File: src/hdl/adcsq_defs.svh
// register offsets, field positions, reset values and counts of the converter block
`ifndef ADCSQ_DEFS_SVH
`define ADCSQ_DEFS_SVH
`define ADCSQ_OFS_RESULT_LOW 8'h00
`define ADCSQ_OFS_RESULT_HIGH 8'h04
`define ADCSQ_OFS_CTRL_ZERO 8'h08
`define ADCSQ_OFS_CTRL_ONE 8'h0c
`define ADCSQ_OFS_BANDGAP 8'h10
`define ADCSQ_OFS_IRQ_STATUS 8'h14
`define ADCSQ_OFS_IRQ_CLEAR 8'h18
`define ADCSQ_OFS_IRQ_ENABLE 8'h1c
`define ADCSQ_BIT_START 7
`define ADCSQ_BIT_BUSY 6
`define ADCSQ_BIT_ENABLE 5
`define ADCSQ_BIT_ALIGN 4
`define ADCSQ_BIT_BANDGAP 3
`define ADCSQ_BIT_IRQ_DONE 0
`define ADCSQ_BIT_IRQ_ABORT 1
`define ADCSQ_RST_CTRL_ZERO 8'h00
`define ADCSQ_RST_CTRL_ONE 8'h00
`define ADCSQ_RST_BANDGAP 1'b0
`define ADCSQ_RST_RESULT 10'h000
`define ADCSQ_RST_IRQ 2'h0
`define ADCSQ_SRC_INTERNAL 3'h4
`define ADCSQ_SAR_MSB 10'h200
`define ADCSQ_SAR_TOP_INDEX 4'h9
`define ADCSQ_RESP_OKAY 2'h0
`define ADCSQ_RESP_SLVERR 2'h2
`endif

File: src/hdl/adcsq_pkg.sv
// types shared by the converter sequencer
`default_nettype none
package adcsq_pkg;
    typedef struct packed {
        logic [6:0] ext_channel;
        logic internal;
        logic ground;
    } adcsq_input_sel_type;
    typedef enum logic [1:0] {ST_IDLE, ST_SAMPLE, ST_CONVERT} adcsq_state_type;
endpackage
`default_nettype wire

File: src/hdl/adcsq_regs.sv
// converter control, successive-approximation sequencer and register file on AXI4-Lite
//
// Functional notes
// - each conversion yields one 10-bit result from the selected input
// - alignment 0: high=D9..D2, low[7:6]=D1:D0; alignment 1: low=D7..D0, high[1:0]=D9:D8
// - result bits not carrying data read as zero
// - results stay untouched while the converter is disabled
// - control zero holds start bit and read-only busy flag; busy writes ignored
// - channel code 0000 is channel 0, 0010..0110 channels 2..6; 0001, 0111 reserved
// - source field in control one picks internal signal, ground or selected external channel
// - pin assigned to converter loses its other function and its pull-high
// - one conversion engine, at most one source multiplexed onto it at a time; none routed while disabled or for external channel codes 0001, 0111 up
// - bandgap enable bit switches the bandgap reference on
// - start bit written 0 then 1 then 0 begins a conversion
// - source 100 internal, 000 and 101..111 external, 001..011 ground
// - conversion clock is system clock divided by 2 to the power of the code
//
// Chosen here: register access over AXI4-Lite and the register offsets.
`timescale 1ns/1ns
`default_nettype none
`include "adcsq_defs.svh"
module adcsq_regs
    import adcsq_pkg::*;
#(
    parameter int ADDR_W = 8
) (
    input wire logic aclk,
    input wire logic aresetn,
    input wire logic clk_en,
    input wire logic [ADDR_W-1:0] s_axi_awaddr,
    input wire logic s_axi_awvalid,
    output logic s_axi_awready,
    input wire logic [31:0] s_axi_wdata,
    input wire logic [3:0] s_axi_wstrb,
    input wire logic s_axi_wvalid,
    output logic s_axi_wready,
    output logic [1:0] s_axi_bresp,
    output logic s_axi_bvalid,
    input wire logic s_axi_bready,
    input wire logic [ADDR_W-1:0] s_axi_araddr,
    input wire logic s_axi_arvalid,
    output logic s_axi_arready,
    output logic [31:0] s_axi_rdata,
    output logic [1:0] s_axi_rresp,
    output logic s_axi_rvalid,
    input wire logic s_axi_rready,
    input wire logic [6:0] pin_analog_assign,
    input wire logic comparator_in,
    output logic [6:0] pin_function_disconnect,
    output logic [6:0] pull_high_disable,
    output adcsq_input_sel_type input_sel,
    output logic [9:0] dac_code,
    output logic sample_hold,
    output logic converter_power,
    output logic bandgap_enable,
    output logic [1:0] reference_voltage_select,
    output logic irq
);
    // ----------------------------------------------------------------
    // register state
    // ----------------------------------------------------------------
    logic [7:0] ctrl_zero;
    logic [7:0] ctrl_one;
    logic [9:0] result;
    logic [1:0] irq_status;
    logic [1:0] irq_enable;
    adcsq_state_type state;
    logic [9:0] trial;
    logic [3:0] bit_index;
    logic [6:0] prescale;
    logic cmp_meta;
    logic cmp_sync;
    logic [ADDR_W-1:0] aw_addr;
    logic aw_held;
    logic [31:0] w_data;
    logic w_strb0;
    logic w_held;

    wire start_bit = ctrl_zero[`ADCSQ_BIT_START];
    wire converter_enable = ctrl_zero[`ADCSQ_BIT_ENABLE];
    wire result_alignment_select = ctrl_zero[`ADCSQ_BIT_ALIGN];
    wire [3:0] external_channel_select = ctrl_zero[3:0];
    wire [2:0] input_source_select = ctrl_one[7:5];
    wire [1:0] ref_select_field = ctrl_one[4:3];
    wire [2:0] conversion_clock_divider = ctrl_one[2:0];
    wire conversion_busy_flag = (state != ST_IDLE);

    // ----------------------------------------------------------------
    // bus decode
    // ----------------------------------------------------------------
    wire aw_take = s_axi_awvalid && s_axi_awready;
    wire w_take = s_axi_wvalid && s_axi_wready;
    wire ar_take = s_axi_arvalid && s_axi_arready;
    wire do_write = aw_held && w_held && !s_axi_bvalid;
    wire wr_en = do_write && w_strb0;
    wire wr_ctrl_zero = wr_en && (aw_addr == `ADCSQ_OFS_CTRL_ZERO);
    wire wr_ctrl_one = wr_en && (aw_addr == `ADCSQ_OFS_CTRL_ONE);
    wire wr_bandgap = wr_en && (aw_addr == `ADCSQ_OFS_BANDGAP);
    wire wr_irq_clear = wr_en && (aw_addr == `ADCSQ_OFS_IRQ_CLEAR);
    wire wr_irq_enable = wr_en && (aw_addr == `ADCSQ_OFS_IRQ_ENABLE);
    wire wr_mapped = (aw_addr == `ADCSQ_OFS_RESULT_LOW) || (aw_addr == `ADCSQ_OFS_RESULT_HIGH)
        || (aw_addr == `ADCSQ_OFS_CTRL_ZERO) || (aw_addr == `ADCSQ_OFS_CTRL_ONE)
        || (aw_addr == `ADCSQ_OFS_BANDGAP) || (aw_addr == `ADCSQ_OFS_IRQ_STATUS)
        || (aw_addr == `ADCSQ_OFS_IRQ_CLEAR) || (aw_addr == `ADCSQ_OFS_IRQ_ENABLE);
    // busy bit of the written byte is dropped: busy only follows the sequencer
    wire [7:0] next_ctrl_zero = {w_data[7], 1'b0, w_data[5:0]};
    // completed 0-1-0 pulse: stored start is 1 and the new write clears it
    wire start_pulse = wr_ctrl_zero && start_bit && !w_data[`ADCSQ_BIT_START];

    // ----------------------------------------------------------------
    // result views
    // ----------------------------------------------------------------
    wire [7:0] result_low_byte = result_alignment_select ? result[7:0]
        : {result[1:0], 6'h00};
    wire [7:0] result_high_byte = result_alignment_select ? {6'h00, result[9:8]}
        : result[9:2];

    logic [7:0] read_byte;
    logic read_hit;
    always_comb begin
        read_hit = 1'b1;
        case (s_axi_araddr)
            `ADCSQ_OFS_RESULT_LOW: read_byte = result_low_byte;
            `ADCSQ_OFS_RESULT_HIGH: read_byte = result_high_byte;
            `ADCSQ_OFS_CTRL_ZERO: read_byte = {ctrl_zero[7], conversion_busy_flag, ctrl_zero[5:0]};
            `ADCSQ_OFS_CTRL_ONE: read_byte = ctrl_one;
            `ADCSQ_OFS_BANDGAP: read_byte = {4'h0, bandgap_enable, 3'h0};
            `ADCSQ_OFS_IRQ_STATUS: read_byte = {6'h00, irq_status};
            `ADCSQ_OFS_IRQ_CLEAR: read_byte = 8'h00;
            `ADCSQ_OFS_IRQ_ENABLE: read_byte = {6'h00, irq_enable};
            default: begin
                read_byte = 8'h00;
                read_hit = 1'b0;
            end
        endcase
    end

    // ----------------------------------------------------------------
    // input routing
    // ----------------------------------------------------------------
    wire src_internal = (input_source_select == `ADCSQ_SRC_INTERNAL);
    wire src_ground = (input_source_select != 3'h0) && (input_source_select < `ADCSQ_SRC_INTERNAL);
    wire src_external = !src_internal && !src_ground;
    adcsq_input_sel_type next_sel;
    assign next_sel.internal = converter_enable && src_internal;
    assign next_sel.ground = converter_enable && src_ground;
    genvar ch;
    generate
        for (ch = 0; ch < 7; ch++) begin : g_channel
            // codes 0001 and 0111 upward route nothing
            assign next_sel.ext_channel[ch] = converter_enable && src_external
                && (external_channel_select == 4'(ch)) && (ch != 1);
            always_ff @(posedge aclk) begin
                if (!aresetn) begin
                    pin_function_disconnect[ch] <= 1'b0;
                    pull_high_disable[ch] <= 1'b0;
                end else if (clk_en) begin
                    pin_function_disconnect[ch] <= pin_analog_assign[ch];
                    pull_high_disable[ch] <= pin_analog_assign[ch];
                end
            end
        end
    endgenerate

    // ----------------------------------------------------------------
    // conversion clock and sequencer
    // ----------------------------------------------------------------
    wire [6:0] prescale_limit = 7'((8'h01 << conversion_clock_divider) - 8'h01);
    wire conv_tick = (prescale == prescale_limit);
    wire abort = conversion_busy_flag && !converter_enable;
    wire begin_conv = (state == ST_IDLE) && start_pulse && w_data[`ADCSQ_BIT_ENABLE];
    wire sar_step = (state == ST_CONVERT) && conv_tick && converter_enable;
    wire [9:0] decided = cmp_sync ? trial : (trial & ~(10'h001 << bit_index));
    wire finish = sar_step && (bit_index == 4'h0);

    always_ff @(posedge aclk) begin
        if (!aresetn) begin
            cmp_meta <= 1'b0;
            cmp_sync <= 1'b0;
        end else if (clk_en) begin
            cmp_meta <= comparator_in;
            cmp_sync <= cmp_meta;
        end
    end

    always_ff @(posedge aclk) begin
        if (!aresetn) begin
            state <= ST_IDLE;
            prescale <= 7'h00;
            trial <= 10'h000;
            bit_index <= 4'h0;
        end else if (clk_en) begin
            prescale <= (conv_tick || state == ST_IDLE) ? 7'h00 : prescale + 7'h01;
            case (state)
                ST_IDLE: begin
                    if (begin_conv) begin
                        state <= ST_SAMPLE;
                    end
                end
                ST_SAMPLE: begin
                    if (abort) begin
                        state <= ST_IDLE;
                    end else if (conv_tick) begin
                        state <= ST_CONVERT;
                        trial <= `ADCSQ_SAR_MSB;
                        bit_index <= `ADCSQ_SAR_TOP_INDEX;
                    end
                end
                ST_CONVERT: begin
                    if (abort) begin
                        state <= ST_IDLE;
                    end else if (finish) begin
                        state <= ST_IDLE;
                        trial <= decided;
                    end else if (sar_step) begin
                        trial <= decided | (10'h001 << (bit_index - 4'h1));
                        bit_index <= bit_index - 4'h1;
                    end
                end
                default: state <= ST_IDLE;
            endcase
        end
    end

    // ----------------------------------------------------------------
    // registers and outputs
    // ----------------------------------------------------------------
    always_ff @(posedge aclk) begin
        if (!aresetn) begin
            ctrl_zero <= `ADCSQ_RST_CTRL_ZERO;
            ctrl_one <= `ADCSQ_RST_CTRL_ONE;
            bandgap_enable <= `ADCSQ_RST_BANDGAP;
            result <= `ADCSQ_RST_RESULT;
            irq_status <= `ADCSQ_RST_IRQ;
            irq_enable <= `ADCSQ_RST_IRQ;
        end else if (clk_en) begin
            if (wr_ctrl_zero) begin
                ctrl_zero <= next_ctrl_zero;
            end
            if (wr_ctrl_one) begin
                ctrl_one <= w_data[7:0];
            end
            if (wr_bandgap) begin
                bandgap_enable <= w_data[`ADCSQ_BIT_BANDGAP];
            end
            if (finish && converter_enable) begin
                result <= decided;
            end
            if (wr_irq_enable) begin
                irq_enable <= w_data[1:0];
            end
            // hardware set wins over a clear in the same cycle
            irq_status <= (wr_irq_clear ? (irq_status & ~w_data[1:0]) : irq_status)
                | {abort, finish};
        end
    end

    always_ff @(posedge aclk) begin
        if (!aresetn) begin
            input_sel <= '0;
            dac_code <= 10'h000;
            sample_hold <= 1'b0;
            converter_power <= 1'b0;
            reference_voltage_select <= 2'h0;
            irq <= 1'b0;
        end else if (clk_en) begin
            input_sel <= next_sel;
            dac_code <= trial;
            sample_hold <= (state == ST_SAMPLE);
            converter_power <= converter_enable;
            reference_voltage_select <= ref_select_field;
            irq <= |(irq_status & irq_enable);
        end
    end

    // ----------------------------------------------------------------
    // axi4-lite handshakes
    // ----------------------------------------------------------------
    always_ff @(posedge aclk) begin
        if (!aresetn) begin
            s_axi_awready <= 1'b1;
            s_axi_wready <= 1'b1;
            s_axi_bvalid <= 1'b0;
            s_axi_bresp <= `ADCSQ_RESP_OKAY;
            aw_held <= 1'b0;
            w_held <= 1'b0;
            aw_addr <= '0;
            w_data <= 32'h0000_0000;
            w_strb0 <= 1'b0;
        end else if (clk_en) begin
            if (aw_take) begin
                aw_held <= 1'b1;
                aw_addr <= s_axi_awaddr;
                s_axi_awready <= 1'b0;
            end
            if (w_take) begin
                w_held <= 1'b1;
                w_data <= s_axi_wdata;
                w_strb0 <= s_axi_wstrb[0];
                s_axi_wready <= 1'b0;
            end
            if (do_write) begin
                s_axi_bvalid <= 1'b1;
                s_axi_bresp <= wr_mapped ? `ADCSQ_RESP_OKAY : `ADCSQ_RESP_SLVERR;
                aw_held <= 1'b0;
                w_held <= 1'b0;
            end
            if (s_axi_bvalid && s_axi_bready) begin
                s_axi_bvalid <= 1'b0;
                s_axi_awready <= 1'b1;
                s_axi_wready <= 1'b1;
            end
        end
    end

    always_ff @(posedge aclk) begin
        if (!aresetn) begin
            s_axi_arready <= 1'b1;
            s_axi_rvalid <= 1'b0;
            s_axi_rdata <= 32'h0000_0000;
            s_axi_rresp <= `ADCSQ_RESP_OKAY;
        end else if (clk_en) begin
            if (ar_take) begin
                s_axi_arready <= 1'b0;
                s_axi_rvalid <= 1'b1;
                s_axi_rdata <= {24'h00_0000, read_byte};
                s_axi_rresp <= read_hit ? `ADCSQ_RESP_OKAY : `ADCSQ_RESP_SLVERR;
            end else if (s_axi_rvalid && s_axi_rready) begin
                s_axi_rvalid <= 1'b0;
                s_axi_arready <= 1'b1;
            end
        end
    end
endmodule
`default_nettype wire

File: config.mk
export PLATFORM = sky130hd
export DESIGN_NAME = adcsq_regs
export DESIGN_NICKNAME = d
export VERILOG_FILES = /design/src/hdl/adcsq_pkg.sv /design/src/hdl/adcsq_regs.sv
export VERILOG_INCLUDE_DIRS = /design/src /design/src/hdl
export SDC_FILE = /design/constraint.sdc
export NUM_CORES = 1
export LEC_CHECK = 0
export ABC_AREA = 1
export BUFFER_PORTS_ARGS = -buffer_cell sky130_fd_sc_hd__buf_2
export CAP_MARGIN = 20
export CELL_PAD_IN_SITES_DETAIL_PLACEMENT = 1
export CELL_PAD_IN_SITES_GLOBAL_PLACEMENT = 2
export CORE_UTILIZATION = 26
export CTS_CLUSTER_DIAMETER = 40
export DETAILED_ROUTE_END_ITERATION = 6
export GPL_TIMING_DRIVEN = 0
export PLACE_DENSITY = 0.8
export SLEW_MARGIN = 5
export SYNTH_ARGS = -nofsm -noshare
export SYNTH_HDL_FRONTEND = slang
export SYNTH_SLANG_ARGS = --single-unit
File: constraint.sdc
create_clock -name aclk -period 2.5 [get_ports aclk]
set_clock_uncertainty 0.2 [all_clocks]
set_input_delay 0.375 -clock aclk [delete_from_list [all_inputs] [get_ports aclk]]
set_output_delay 0.375 -clock aclk [all_outputs]
set_load 0.02 [all_outputs]
-- After elaboration in Yosys (flattened, before gate mapping)
Cells that the tools add are included.
- output and inout port bits: 80
- flip-flop bits (word level): 121
- word-level logic and storage cells: 207
- bitwise operators: 7
- reduce and logical (&&, ||, !) cells: 80
- add/subtract/negate cells: 3
- eq/ne operators: 32
- muxes and demuxes: 41
- order comparisons: 1
- shifts and indexed selects: 3
- operators by type and width (operator ; count):
    == test 8 x 5 -> 1 bit (second input constant) ; 8
    two-way mux 10 bit ; 6
    case mux 8 bit (7 select lines) ; 1
    logical AND 1 bit ; 33
    == test 8 x 4 -> 1 bit (second input constant) ; 4
    AND reduction 2 bit ; 15
    two-way mux 4 bit ; 5
    case mux 10 bit (2 select lines) ; 1
    << shifter 1 x 4 -> 10 bit (first input constant) ; 2
    == test 8 x 3 -> 1 bit (second input constant) ; 2
    zero test 8 bit ; 2
    two-way mux 2 bit ; 8
    two-way mux 8 bit ; 2
    nonzero test 2 bit ; 8
    two-way mux 1 bit ; 15
    == test 4 x 3 -> 1 bit (second input constant) ; 3
    != test 2 bit (second input constant) ; 6
    bitwise AND 10 bit ; 1
    NOT 10 bit ; 1
    bitwise OR 10 bit ; 1
    != test 3 bit (second input constant) ; 3
    == test 4 x 2 -> 1 bit (second input constant) ; 2
    zero test 4 bit ; 2
    logical OR 1 bit ; 8
    other kinds (23) ; 28

-- Depth between registers and ports, before layout
Gate-level depths: netlist (run 1).
- word-level depth: 10
- mapped depth: 17
- mapped depth without buffers: 17

-- Worst setup path after synthesis (run 1)
No wires, ideal clock.
- path kind: reg2reg
- start point: register ctrl_one[0]
- end point: register result[9]
- cell stages (with the launch flop): 17
- arrival: 2.003 ns
- library setup time: 0.117 ns
- period minus slack after synthesis: 2.321 ns
- data required time: 2.183 ns
- setup slack: 0.179 ns
- path through: dfxtp_1 nor2_1 nand2_1 ha_1 inv_1 nand2_1 nand2_1 nand2_1 nor2_1 nand3_1 nor2_4 nand4_4 nor2_8 buf_6 nand2_1 nand2_1 a21oi_1
- cells in the longest elaborated chain, start to end: 8
- ends and longest elaborated chain (item ; line ; text):
    from (decl) ; adcsq_regs.sv:63 ; logic [7:0] ctrl_one;
    from (signal assigned) ; adcsq_regs.sv:231 ; ctrl_one <= `ADCSQ_RST_CTRL_ONE;
    from (signal assigned) ; adcsq_regs.sv:241 ; ctrl_one <= w_data[7:0];
    << shifter 1 x 3 -> 7 bit ; adcsq_regs.sv:168 ; wire [6:0] prescale_limit = 7'((8'h01 << conversion_clock_divider) - 8'h01);
    subtractor 7 x 1 -> 7 bit ; adcsq_regs.sv:168 ;
    == test 7 bit ; adcsq_regs.sv:169 ; wire conv_tick = (prescale == prescale_limit);
    logical AND 1 bit (2 in series) ; adcsq_regs.sv:172 ; wire sar_step = (state == ST_CONVERT) && conv_tick && converter_enable;
    logical AND 1 bit ; adcsq_regs.sv:174 ; wire finish = sar_step && (bit_index == 4'h0);
    logical AND 1 bit ; adcsq_regs.sv:246 ; if (finish && converter_enable) begin
    AND reduction 2 bit (no source line) ; - ;
    to (signal assigned) ; adcsq_regs.sv:233 ; result <= `ADCSQ_RST_RESULT;
    to (signal assigned) ; adcsq_regs.sv:247 ; result <= decided;
    to (decl) ; adcsq_regs.sv:64 ; logic [9:0] result;
Every way passes these cells.
A chain may end at the register's enable or synchronous reset.

-- Worst setup path in the final report (run 1)
- start point: register ctrl_one[0]
- end point: register bit_index[0]
- cells in the longest elaborated chain, start to end: 8
- elaborated cells between the ends (all ways): 10
- classes of those cells: add/sub (1); eq/ne (4); shift (1); reduce/logical (4)
- ends and longest elaborated chain (item ; line ; text):
    << shifter 1 x 3 -> 7 bit * ; adcsq_regs.sv:168 ;
    subtractor 7 x 1 -> 7 bit * ; adcsq_regs.sv:168 ;
    == test 7 bit * ; adcsq_regs.sv:169 ;
    logical AND 1 bit (2 in series) ; adcsq_regs.sv:172 ;
    logical AND 1 bit ; adcsq_regs.sv:174 ;
    != test 2 bit (no source line) ; - ;
    AND reduction 7 bit (no source line) * ; - ;
    to (signal assigned) ; adcsq_regs.sv:206 ; bit_index <= `ADCSQ_SAR_TOP_INDEX;
    to (signal assigned) ; adcsq_regs.sv:217 ; bit_index <= bit_index - 4'h1;
    to (decl) ; adcsq_regs.sv:69 ; logic [3:0] bit_index;
Mark *: on every way between the ends. The rest lies on a longest branch, timed or not.

==> out/qor.yml, run 1 <==
n_antenna_cell: 0
timing.final.crit_share: 1.014
ctsHtreeMaxLevel: 4
nets: 1027
drtAntennaViolNets: 0
fillers: 2683
clkLatencyLatePin_ns: 0.43
root_buffer: "clkbuf_16"
start_util: 0.2686
final_common_cell: "nand2_1"
leakagePower_nw: 3.269
period_needed_ns: 2.535
cp.arrival_ns: 2.69
worst_pin_slew_ns: 0.8199
num_rows: 53
drt_iter0_drc: 269
startpoint_type: "flop"
grt_use_met3: 0.04061
utilization: 0.3608
vias_per_cell: 4.611
cp-startpoint: "ctrl_one[0]"
core_area_um2: 21350
clk_pin_slew_ns: 0.06
cp_max_fo: 7
regArea_um2: 2387
slew_headroom: 0.4534
crit_end: "bit_index[0]"
gp_congestion: 0.8461
drt_wl_total_um: 19810
yosysWarnings: 0
ys_top_cells_by_area: "dfxtp_1 (42%), nand2_1 (9.4%), nor2_1 (7.1%)"
r2r_cells: 16
antenna_found_initial: 0
min_from: "s_axi_awvalid"
holdWs_ns: 0.01510
setup_ws_ns: -0.03537
cts_buffer_depth: 2
violations: "setup timing"
synth_flop_cell: "dfxtp_1"
final_max_slew_viol_count: 0
first_pass_iters: 4
grt_pass1_wl_um: 30370
grt_use_total: 0.1787
fp.dieH_um: 150.5
reg2reg_to: "bit_index[0]"
grt_pass1_vias: 5643
rr_startpoint: "ctrl_one[0]"
top_usage_layer: "met2"
syn_to_final_growth_pct: 34.34
clock_sinks: 119
gr-total-overflow: 0
grtUsageMet1: 0.2342
layout_common_cells: "nand2_1 (128), dfxtp_1 (117), nor2_1 (105), buf_2 (94), a21oi_1 (75)"
die_w_um: 150.5
hold_path_class: "primary input to flop"
yosysTopAreaCell: "dfxtp_1"
dieArea_um2: 22660
cp_common_cell: "nand2_1"
ys_types: 46
synth_top_area_share: 0.4154
grt_max_degree: 17
status: "finished with violations"
fmax_ghz: 0.3944
cts_tree: "built"
hold_viol_final: 0
slowest_stage: "dfxtp_4"
drive_gt1_frac: 0.2401
rrSetupSlack_ns: -0.04
wl_per_cell_um: 16.01
dp_hpwl_um: 14570
finalSetupViolCount: 1
yosysSeqAreaShare: 0.4154
worstPathRequired_ns: 2.66
avgSynthCellArea_um2: 7.269
async_reset_ff_frac: 0
setup_tns_ns: -0.03537
slowest_delay_ns: 0.39
rsz0062_at_grt: "yes"
cap_violations: 0
vias: 5704
io_pins: 148
syn_area_um2: 5736
critPathKind: "flop to flop"
power-per-cell-area_nw_per_um2: 679.3
synth-edff-count: 0
drc: 0
multi_input_area_um2: 2934
cts_inserted_buffers: 17
crit_chain: "inv_4 > nor2_4 > nand2_2 > ha_4 > inv_1 > nand2_1 > nand2_1 > nand2_1 > nand2_1 > nand3_2 > nor2_4 > nand4_4 > buf_6 > nand4_1 > nand2_1 > nor2_2"
gr-usage-met2: 0.2869
numPortBuffers: 92
crit_path_end_kind: "flop"
vdd_drop_max_v: 0.0004253
syn_inst: 789
ys_seq_elements: 119
power breakdown:
part	switching, mW	internal [mW]
clock network	0.940	1.85
registers	0.0313	1.95
logic	0.307	0.154
total	1.28	3.96
logic make-up after synthesis:
family / synth area share
other cells: 0.0006538
flops: 0.4154
compound gates: 0.1841
fa+ha+maj: 0.02182
xor+xnor: 0.01985
buf+inv: 0.1206
simple gates: 0.2376
how the worst min path moves through the flow:
| stage | endpoint | slack, ns | depth (start not counted) |
|---|---|---|---|
| finish | s_axi_awready | 0.02 | 4 |
| global route | w_data[6] | 0.04 | 3 |
| CTS | s_axi_awready | 0.003 | 4 |
| detailed placement | aw_addr[7] | 0.24 | 2 |
| global placement | aw_addr[7] | 0.24 | 2 |
| floorplan | aw_addr[1] | 0.22 | 2 |
routing by layer:
metal,share of wire,wire [um]
met1,0.47,9343
met2,0.47,9265
met3,0.046,904
met4,0.015,292
met5,0,0
synth_stat cells, types with 2 or more instances:
| cell type | number |
|---|---|
| a21oi_1 | 78 |
| nor2_1 | 108 |
| xnor2_1 | 3 |
| dfxtp_1 | 119 |
| nand3_1 | 40 |
| nor3_1 | 4 |
| buf_2 | 2 |
| inv_1 | 76 |
| nand3b_1 | 4 |
| buf_1 | 5 |
| xor2_1 | 5 |
| a31oi_1 | 3 |
| nand4_1 | 11 |
| a221oi_1 | 3 |
| clkinv_1 | 2 |
| o21ai_0 | 60 |
| nand2_1 | 144 |
| clkbuf_1 | 18 |
| o22ai_1 | 5 |
| a211oi_1 | 16 |
| ha_1 | 10 |
| o31ai_1 | 7 |
| o21a_1 | 7 |
| buf_4 | 36 |
| buf_6 | 2 |
worst max-delay path, delay by kind of cell (launching register included):
kind	cells	cell delay (ns)
buf+inv	3	0.36
simple gates	12	1.34
fa+ha+maj	1	0.18
flops	1	0.39
flip-flops by register name, summed over array words and instances (netlist names), 2 cells and up:
signal                    count
aw_addr                       8
bit_index                     4
ctrl_one                      8
ctrl_zero                     7
dac_code                     10
input_sel                     8
irq_enable                    2
irq_status                    2
prescale                      7
pull_high_disable             7
reference_voltage_select      2
result                       10
s_axi_rdata                   8
state                         2
trial                        10
w_data                        8
layout make-up:
class | instances | area share
buffer | 63 | 0.05229
clock buffer | 21 | 0.06106
clock inverter | 11 | 0.02533
inverter | 80 | 0.04027
multi-input combinational | 554 | 0.3808
sequential | 119 | 0.3098
tap | 275 | 0.04466
timing repair buffer | 114 | 0.08574
stage by stage:
step | power [mW] | setup WS, ns | area (um2) | std cells
CTS | 5.279 | -0.06798 | 7564 | 1233
floorplan | 2.310 | 0.1795 | 5833 | 815
global placement | 2.464 | -0.2221 | 6638 | 1182
finish | 5.234 | -0.03537 | 7705 | 1237
global route | 5.405 | -0.1607 | 7705 | 1237
detailed placement | 2.470 | -0.2685 | 6638 | 1182
repair_timing:
action / 4_1_cts / 5_1_grt
resized for setup: 29 / 35
hold buffers: 9 / 0
cloned: 3 / 0
pin swaps: 9 / 14
setup endpoints to repair: 32 / 32
setup buffers: 7 / 4
endpoints found under the hold margin: 9 / 0
No activity file was read; power rests on OpenSTA's default activity.
==> inputs of run 2 (changes only) <==
Settings changed: CELL_PAD_IN_SITES_DETAIL_PLACEMENT 1 to 0, CELL_PAD_IN_SITES_GLOBAL_PLACEMENT 2 to 1, CORE_UTILIZATION 26 to 34, PLACE_DENSITY 0.8 to 0.81.
==> out/qor.yml, run 2 (synthesized netlist as in run 1, its figures left out) <==
rrSetupSlack_ns: 0.03  # +0.06 ns
wl_per_cell_um: 13.95  # -13%
status: "complete, no violations"
drt-met1-wl_um: 7883  # -16%
crit_path_end_kind: "flop"
nets: 1022  # -0.49%
power-per-cell-area_nw_per_um2: 654.8  # -3.6%
first_pass_iters: 5  # +1
wl_met2_um: 7425  # -20%
cp-startpoint: "ctrl_one[0]"
drt_iter0_drc: 336  # +25%
gp_congestion: 0.8854  # +4.6%
dp.cells: 1127  # -4.7%
dr_wl_met3_um: 743  # -18%
final_max_slew_viol_count: 0  # unchanged
clock_sinks: 119  # unchanged
top_layer: "met4"
rsz0062_at_grt: "yes"
setup_tns_ns: 0  # +0.03537 ns
grt_use_total: 0.1942  # +0.01550
die_w_um: 131.9  # -12%
fp.dieH_um: 131.9  # -12%
period_needed_ns: 2.472  # -0.06368 ns
fmax_ghz: 0.4046  # +2.6%
syn_to_final_growth_pct: 30.28
grt_pass1_wl_um: 26390  # -13%
gr-total-overflow: 0  # unchanged
fillers: 1666  # -38%
min_from: "s_axi_awvalid"
finalSetupViolCount: 0  # -1
numPortBuffers: 92  # unchanged
hold_viol_final: 0  # unchanged
cap_violations: 0  # unchanged
clk_pin_slew_ns: 0.05  # about the same
cp.arrival_ns: 2.59  # -0.10 ns
worst_pin_slew_ns: 0.7457  # -0.07417 ns
start_util: 0.3471  # +0.07848
worstHoldPathCells: 4  # unchanged
core_area_um2: 16520  # -23%
critPathKind: "flop to flop"
hold_path_class: "primary input to flop"
cts_inserted_buffers: 17  # unchanged
num_rows: 47  # -11%
top_regs: "dac_code x10, result x10, trial x10"
dieArea_um2: 17390  # -23%
dp_hpwl_um: 12080  # -17%
grt_max_degree: 17  # unchanged
layout_common_cells: "nand2_1 (134), dfxtp_1 (117), nor2_1 (106), buf_2 (93), a21oi_1 (75)"
cts_tree: "built"
final_cells: 1176  # -4.9%
startpoint_type: "flop"
cp_max_fo: 7  # unchanged
leakagePower_nw: 3.196  # -2.2%
cts_buffer_depth: 2  # unchanged
timing.final.crit_share: 0.9887  # -0.02547
io_pins: 148  # unchanged
antenna_found_initial: 0  # unchanged
final_common_cell: "nand2_1"
power.total_mw: 4.892  # -6.5%
drtAntennaViolNets: 0  # unchanged
vias: 5576  # -2.2%
drc: 0  # unchanged
grt_pass1_vias: 5155  # -8.6%
clkLatencyLatePin_ns: 0.43  # about the same
vdd_drop_max_v: 0.0004116  # -3.2%
ctsHtreeMaxLevel: 4  # unchanged
root_buffer: "clkbuf_16"
vias_per_cell: 4.741  # +2.8%
drive_gt1_frac: 0.2259  # -0.01418
n_antenna_cell: 0  # unchanged
rr_startpoint: "ctrl_one[0]"
worstPathRequired_ns: 2.62  # -0.04 ns
slew_headroom: 0.5028  # +0.04945
drt_wl_total_um: 16410  # -17%
r2r_cells: 15  # -1
[run 2: cell types whose count changed in the layout (fill, tap and decap cells not counted), moves of 3 or more]
cell	previous run	this run
buf_6	9	6
clkinv_2	1	4
nand2_2	15	11
nand2_1	128	134
[run 2: worst paths after layout]
check,end
hold / removal,s_axi_awready
setup reg to reg,result[4]
setup / recovery,result[4]
hold reg to reg,aw_addr[7]
[run 2: timing repair]
action / 4_1_cts / 5_1_grt
pin swaps: 8 / 11
setup endpoints to repair: 32 / 32
setup buffers: 8 / 2
gates resized for setup: 21 / 20
endpoints found under the hold margin: 8 / 0
hold buffers: 8 / 0
[run 2: routing by layer]
metal	global-route usage	vias up
li1	-	2861
met1	0.2585	2543
met2	0.3004	146
met3	0.04575	26
met4	0.08204	0
met5	0	-
[run 2: cell type report]
cell class                 count  area [um2]  area share
clock inverter                13       156.4     0.02093
timing repair buffer         110       635.6     0.08506
clock buffer                  18       439.2     0.05877
sequential                   119        2387      0.3195
inverter                      80       307.8     0.04119
buffer                        63       399.1     0.05342
multi-input combinational    553        2872      0.3843
tap                          220       275.3     0.03684
[run 2: report_power, final]
part	internal, mW	leakage [nW]	switching, mW	total [mW]
logic	0.152	1.95	0.287	0.439
registers	1.95	0.970	0.0305	1.98
clock network	1.58	0.280	0.893	2.47
total	3.68	3.20	1.21	4.89
[run 2: through the flow]
stage	setup WS [ns]	area, um2	hold WS [ns]	util
after floorplan	0.1795	5833	0.2236	-
after detailed placement	-0.2344	6569	0.2364	0.3975
final	0.02831	7472	0.01392	0.4522
after global placement	-0.2349	6569	0.2354	0.3975
after global routing	-0.1286	7472	0.04376	0.4522
after CTS	-0.0002454	7381	0.003384	0.4467
[run 2: critical path, stage by stage (launching register included)]
cell and delay, ns:
dfxtp_4 0.37, nor2_4 0.14, nand2_2 0.10, ha_4 0.25
inv_2 0.04, nand2_1 0.03, nand2_1 0.06, nand2_1 0.05
nor2_1 0.09, nand3_1 0.11, nor2_4 0.22, nand4_4 0.20
nor2_8 0.19, buf_4 0.14, a21oi_1 0.05, o21a_1 0.12
==> inputs of run 3 (changes only) <==
Settings changed: CORE_MARGIN set to 5, SETUP_SLACK_MARGIN set to 0.15.
==> out/qor.yml, run 3 (synthesized netlist as in run 1, its figures left out) <==
cap_violations: 0  # unchanged
gr-total-overflow: 0  # unchanged
antenna_found_initial: 0  # unchanged
cts_tree: "built"
hold_viol_final: 0  # unchanged
clk_pin_slew_ns: 0.06  # about the same
grt_use_total: 0.1700  # -0.02425
holdWs_ns: 0.01829  # +0.004367 ns
startpoint_type: "flop"
cts_buffer_depth: 2  # unchanged
cp_max_fo: 6  # -1
vias_per_cell: 4.703  # -0.81%
hold_path_class: "primary input to flop"
setup_ws_ns: -0.01903  # -0.04734 ns
clkLatencyLatePin_ns: 0.42  # about the same
crit_chain: "nor2_4 > nand2_2 > ha_4 > inv_2 > nand2_1 > nand2_1 > nand2_1 > nor2_1 > nand3_1 > nor2_4 > nand4_4 > nor2_8 > buf_4 > a21oi_1 > o21a_1"
grt_pass1_vias: 5118  # -0.72%
final_max_slew_viol_count: 0  # unchanged
root_buffer: "clkbuf_16"
clock_sinks: 119  # unchanged
top_regs: "dac_code x10, result x10, trial x10"
slowest_delay_ns: 0.36  # about the same
io_pins: 148  # unchanged
die_w_um: 139.9  # +6.1%
numPortBuffers: 92  # unchanged
leakagePower_nw: 3.249  # +1.7%
dieArea_um2: 19570  # +13%
fmax_ghz: 0.3970  # -1.9%
dp.cells: 1127  # unchanged
grt_max_degree: 17  # unchanged
period_needed_ns: 2.519  # +0.04734 ns
cts_inserted_buffers: 17  # unchanged
power-per-cell-area_nw_per_um2: 658.0  # +0.50%
drtAntennaViolNets: 0  # unchanged
drc: 0  # unchanged
slew_headroom: 0.5358  # +0.03295
grt_pass1_wl_um: 26620  # +0.86%
vdd_drop_max_v: 0.0004551  # +11%
final_cells: 1182  # +0.51%
wl_per_cell_um: 14.47  # +3.7%
core_area_um2: 16580  # +0.36%
violations: "setup timing"
n_antenna_cell: 0  # unchanged
dp_hpwl_um: 12660  # +4.8%
slowest_stage: "dfxtp_4"
nets: 1028  # +0.59%
crit_path_end_kind: "flop"
gp_congestion: 0.9041  # +2.1%
worstPathRequired_ns: 2.61  # about the same
timing.final.crit_share: 1.008  # +0.01894
finalSetupViolCount: 9  # +9
cp.arrival_ns: 2.63  # +0.04 ns
setup_tns_ns: -0.08655  # -0.08655 ns
drive_gt1_frac: 0.2256  # -0.0003697
drt_iter0_drc: 332  # -1.2%
critPathKind: "flop to flop"
num_rows: 47  # unchanged
layout_common_cells: "nand2_1 (134), dfxtp_1 (117), nor2_1 (106), buf_2 (93), a21oi_1 (75)"
syn_to_final_growth_pct: 31.65
cp_common_cell: "nand2_1"
fp.dieH_um: 139.9  # +6.1%
final_common_cell: "nand2_1"
ctsHtreeMaxLevel: 4  # unchanged
status: "finished with violations"
drt_wl_total_um: 17110  # +4.2%
worst_pin_slew_ns: 0.6963  # -0.04943 ns
rsz0062_at_grt: "yes"
vias: 5559  # -0.30%
first_pass_iters: 5  # unchanged
start_util: 0.3459  # -0.001231
run 3: path summary, 6_finish.rpt:
path	start	to	depth (start not counted)	slack, ns
hold / removal	s_axi_wvalid	s_axi_wready	4	0.02
hold reg to reg	aw_addr[1]	aw_addr[1]	2	0.24
setup reg to reg	ctrl_one[1]	result[6]	15	-0.02
setup / recovery	ctrl_one[1]	result[6]	15	-0.02
run 3: timing repair:
item	in CTS	in global routing
endpoints found under the setup margin	33	32
pin swaps	4	17
endpoints found under the hold margin	8	0
hold buffers	8	0
gates resized for setup	19	28
cloned	0	1
setup buffers	7	8
run 3: worst max-delay path, delay by kind of cell, from the launching register on:
kind	cells	cell delay, ns
buffers and inverters	2	0.17
adder cells (fa/ha/maj)	1	0.25
AND/OR/NAND/NOR	10	1.24
flip-flops	1	0.36
AO/OA/AOI/OAI	2	0.18
run 3: metal layers:
layer  part of all wire  track usage  vias up
met5                  0            0        -
met4              0.016      0.05048        0
met3              0.059      0.04048       24
met2               0.46       0.2689      169
met1               0.47       0.2310     2494
li1                   -            -     2872
run 3: cell type report:
| cell class | count | area [um2] |
|---|---|---|
| Buffer | 63 | 402.9 |
| Clock buffer | 23 | 488.0 |
| Clock inverter | 8 | 118.9 |
| Fill cell | 1707 | 9032 |
| Inverter | 80 | 307.8 |
| Multi-Input combinational cell | 554 | 2892 |
| Sequential cell | 119 | 2390 |
| Tap cell | 220 | 275.3 |
| Timing Repair Buffer | 115 | 676.9 |
run 3: per-stage QoR:
step	instance area [um2]	utilization	power [mW]	worst slack, ns
after floorplan	5833	-	2.310	0.1795
after global placement	6569	0.3961	2.451	-0.2325
after detailed placement	6569	0.3961	2.453	-0.2459
after CTS	7383	0.4452	4.992	-0.06116
after global routing	7551	0.4553	5.141	-0.1644
final	7551	0.4553	4.969	-0.01903
run 3: where the power goes:
| group | internal [mW] | leakage [nW] | switching (mW) |
|---|---|---|---|
| clock network | 1.66 | 0.303 | 0.876 |
| logic | 0.156 | 1.98 | 0.291 |
| registers | 1.95 | 0.970 | 0.0300 |
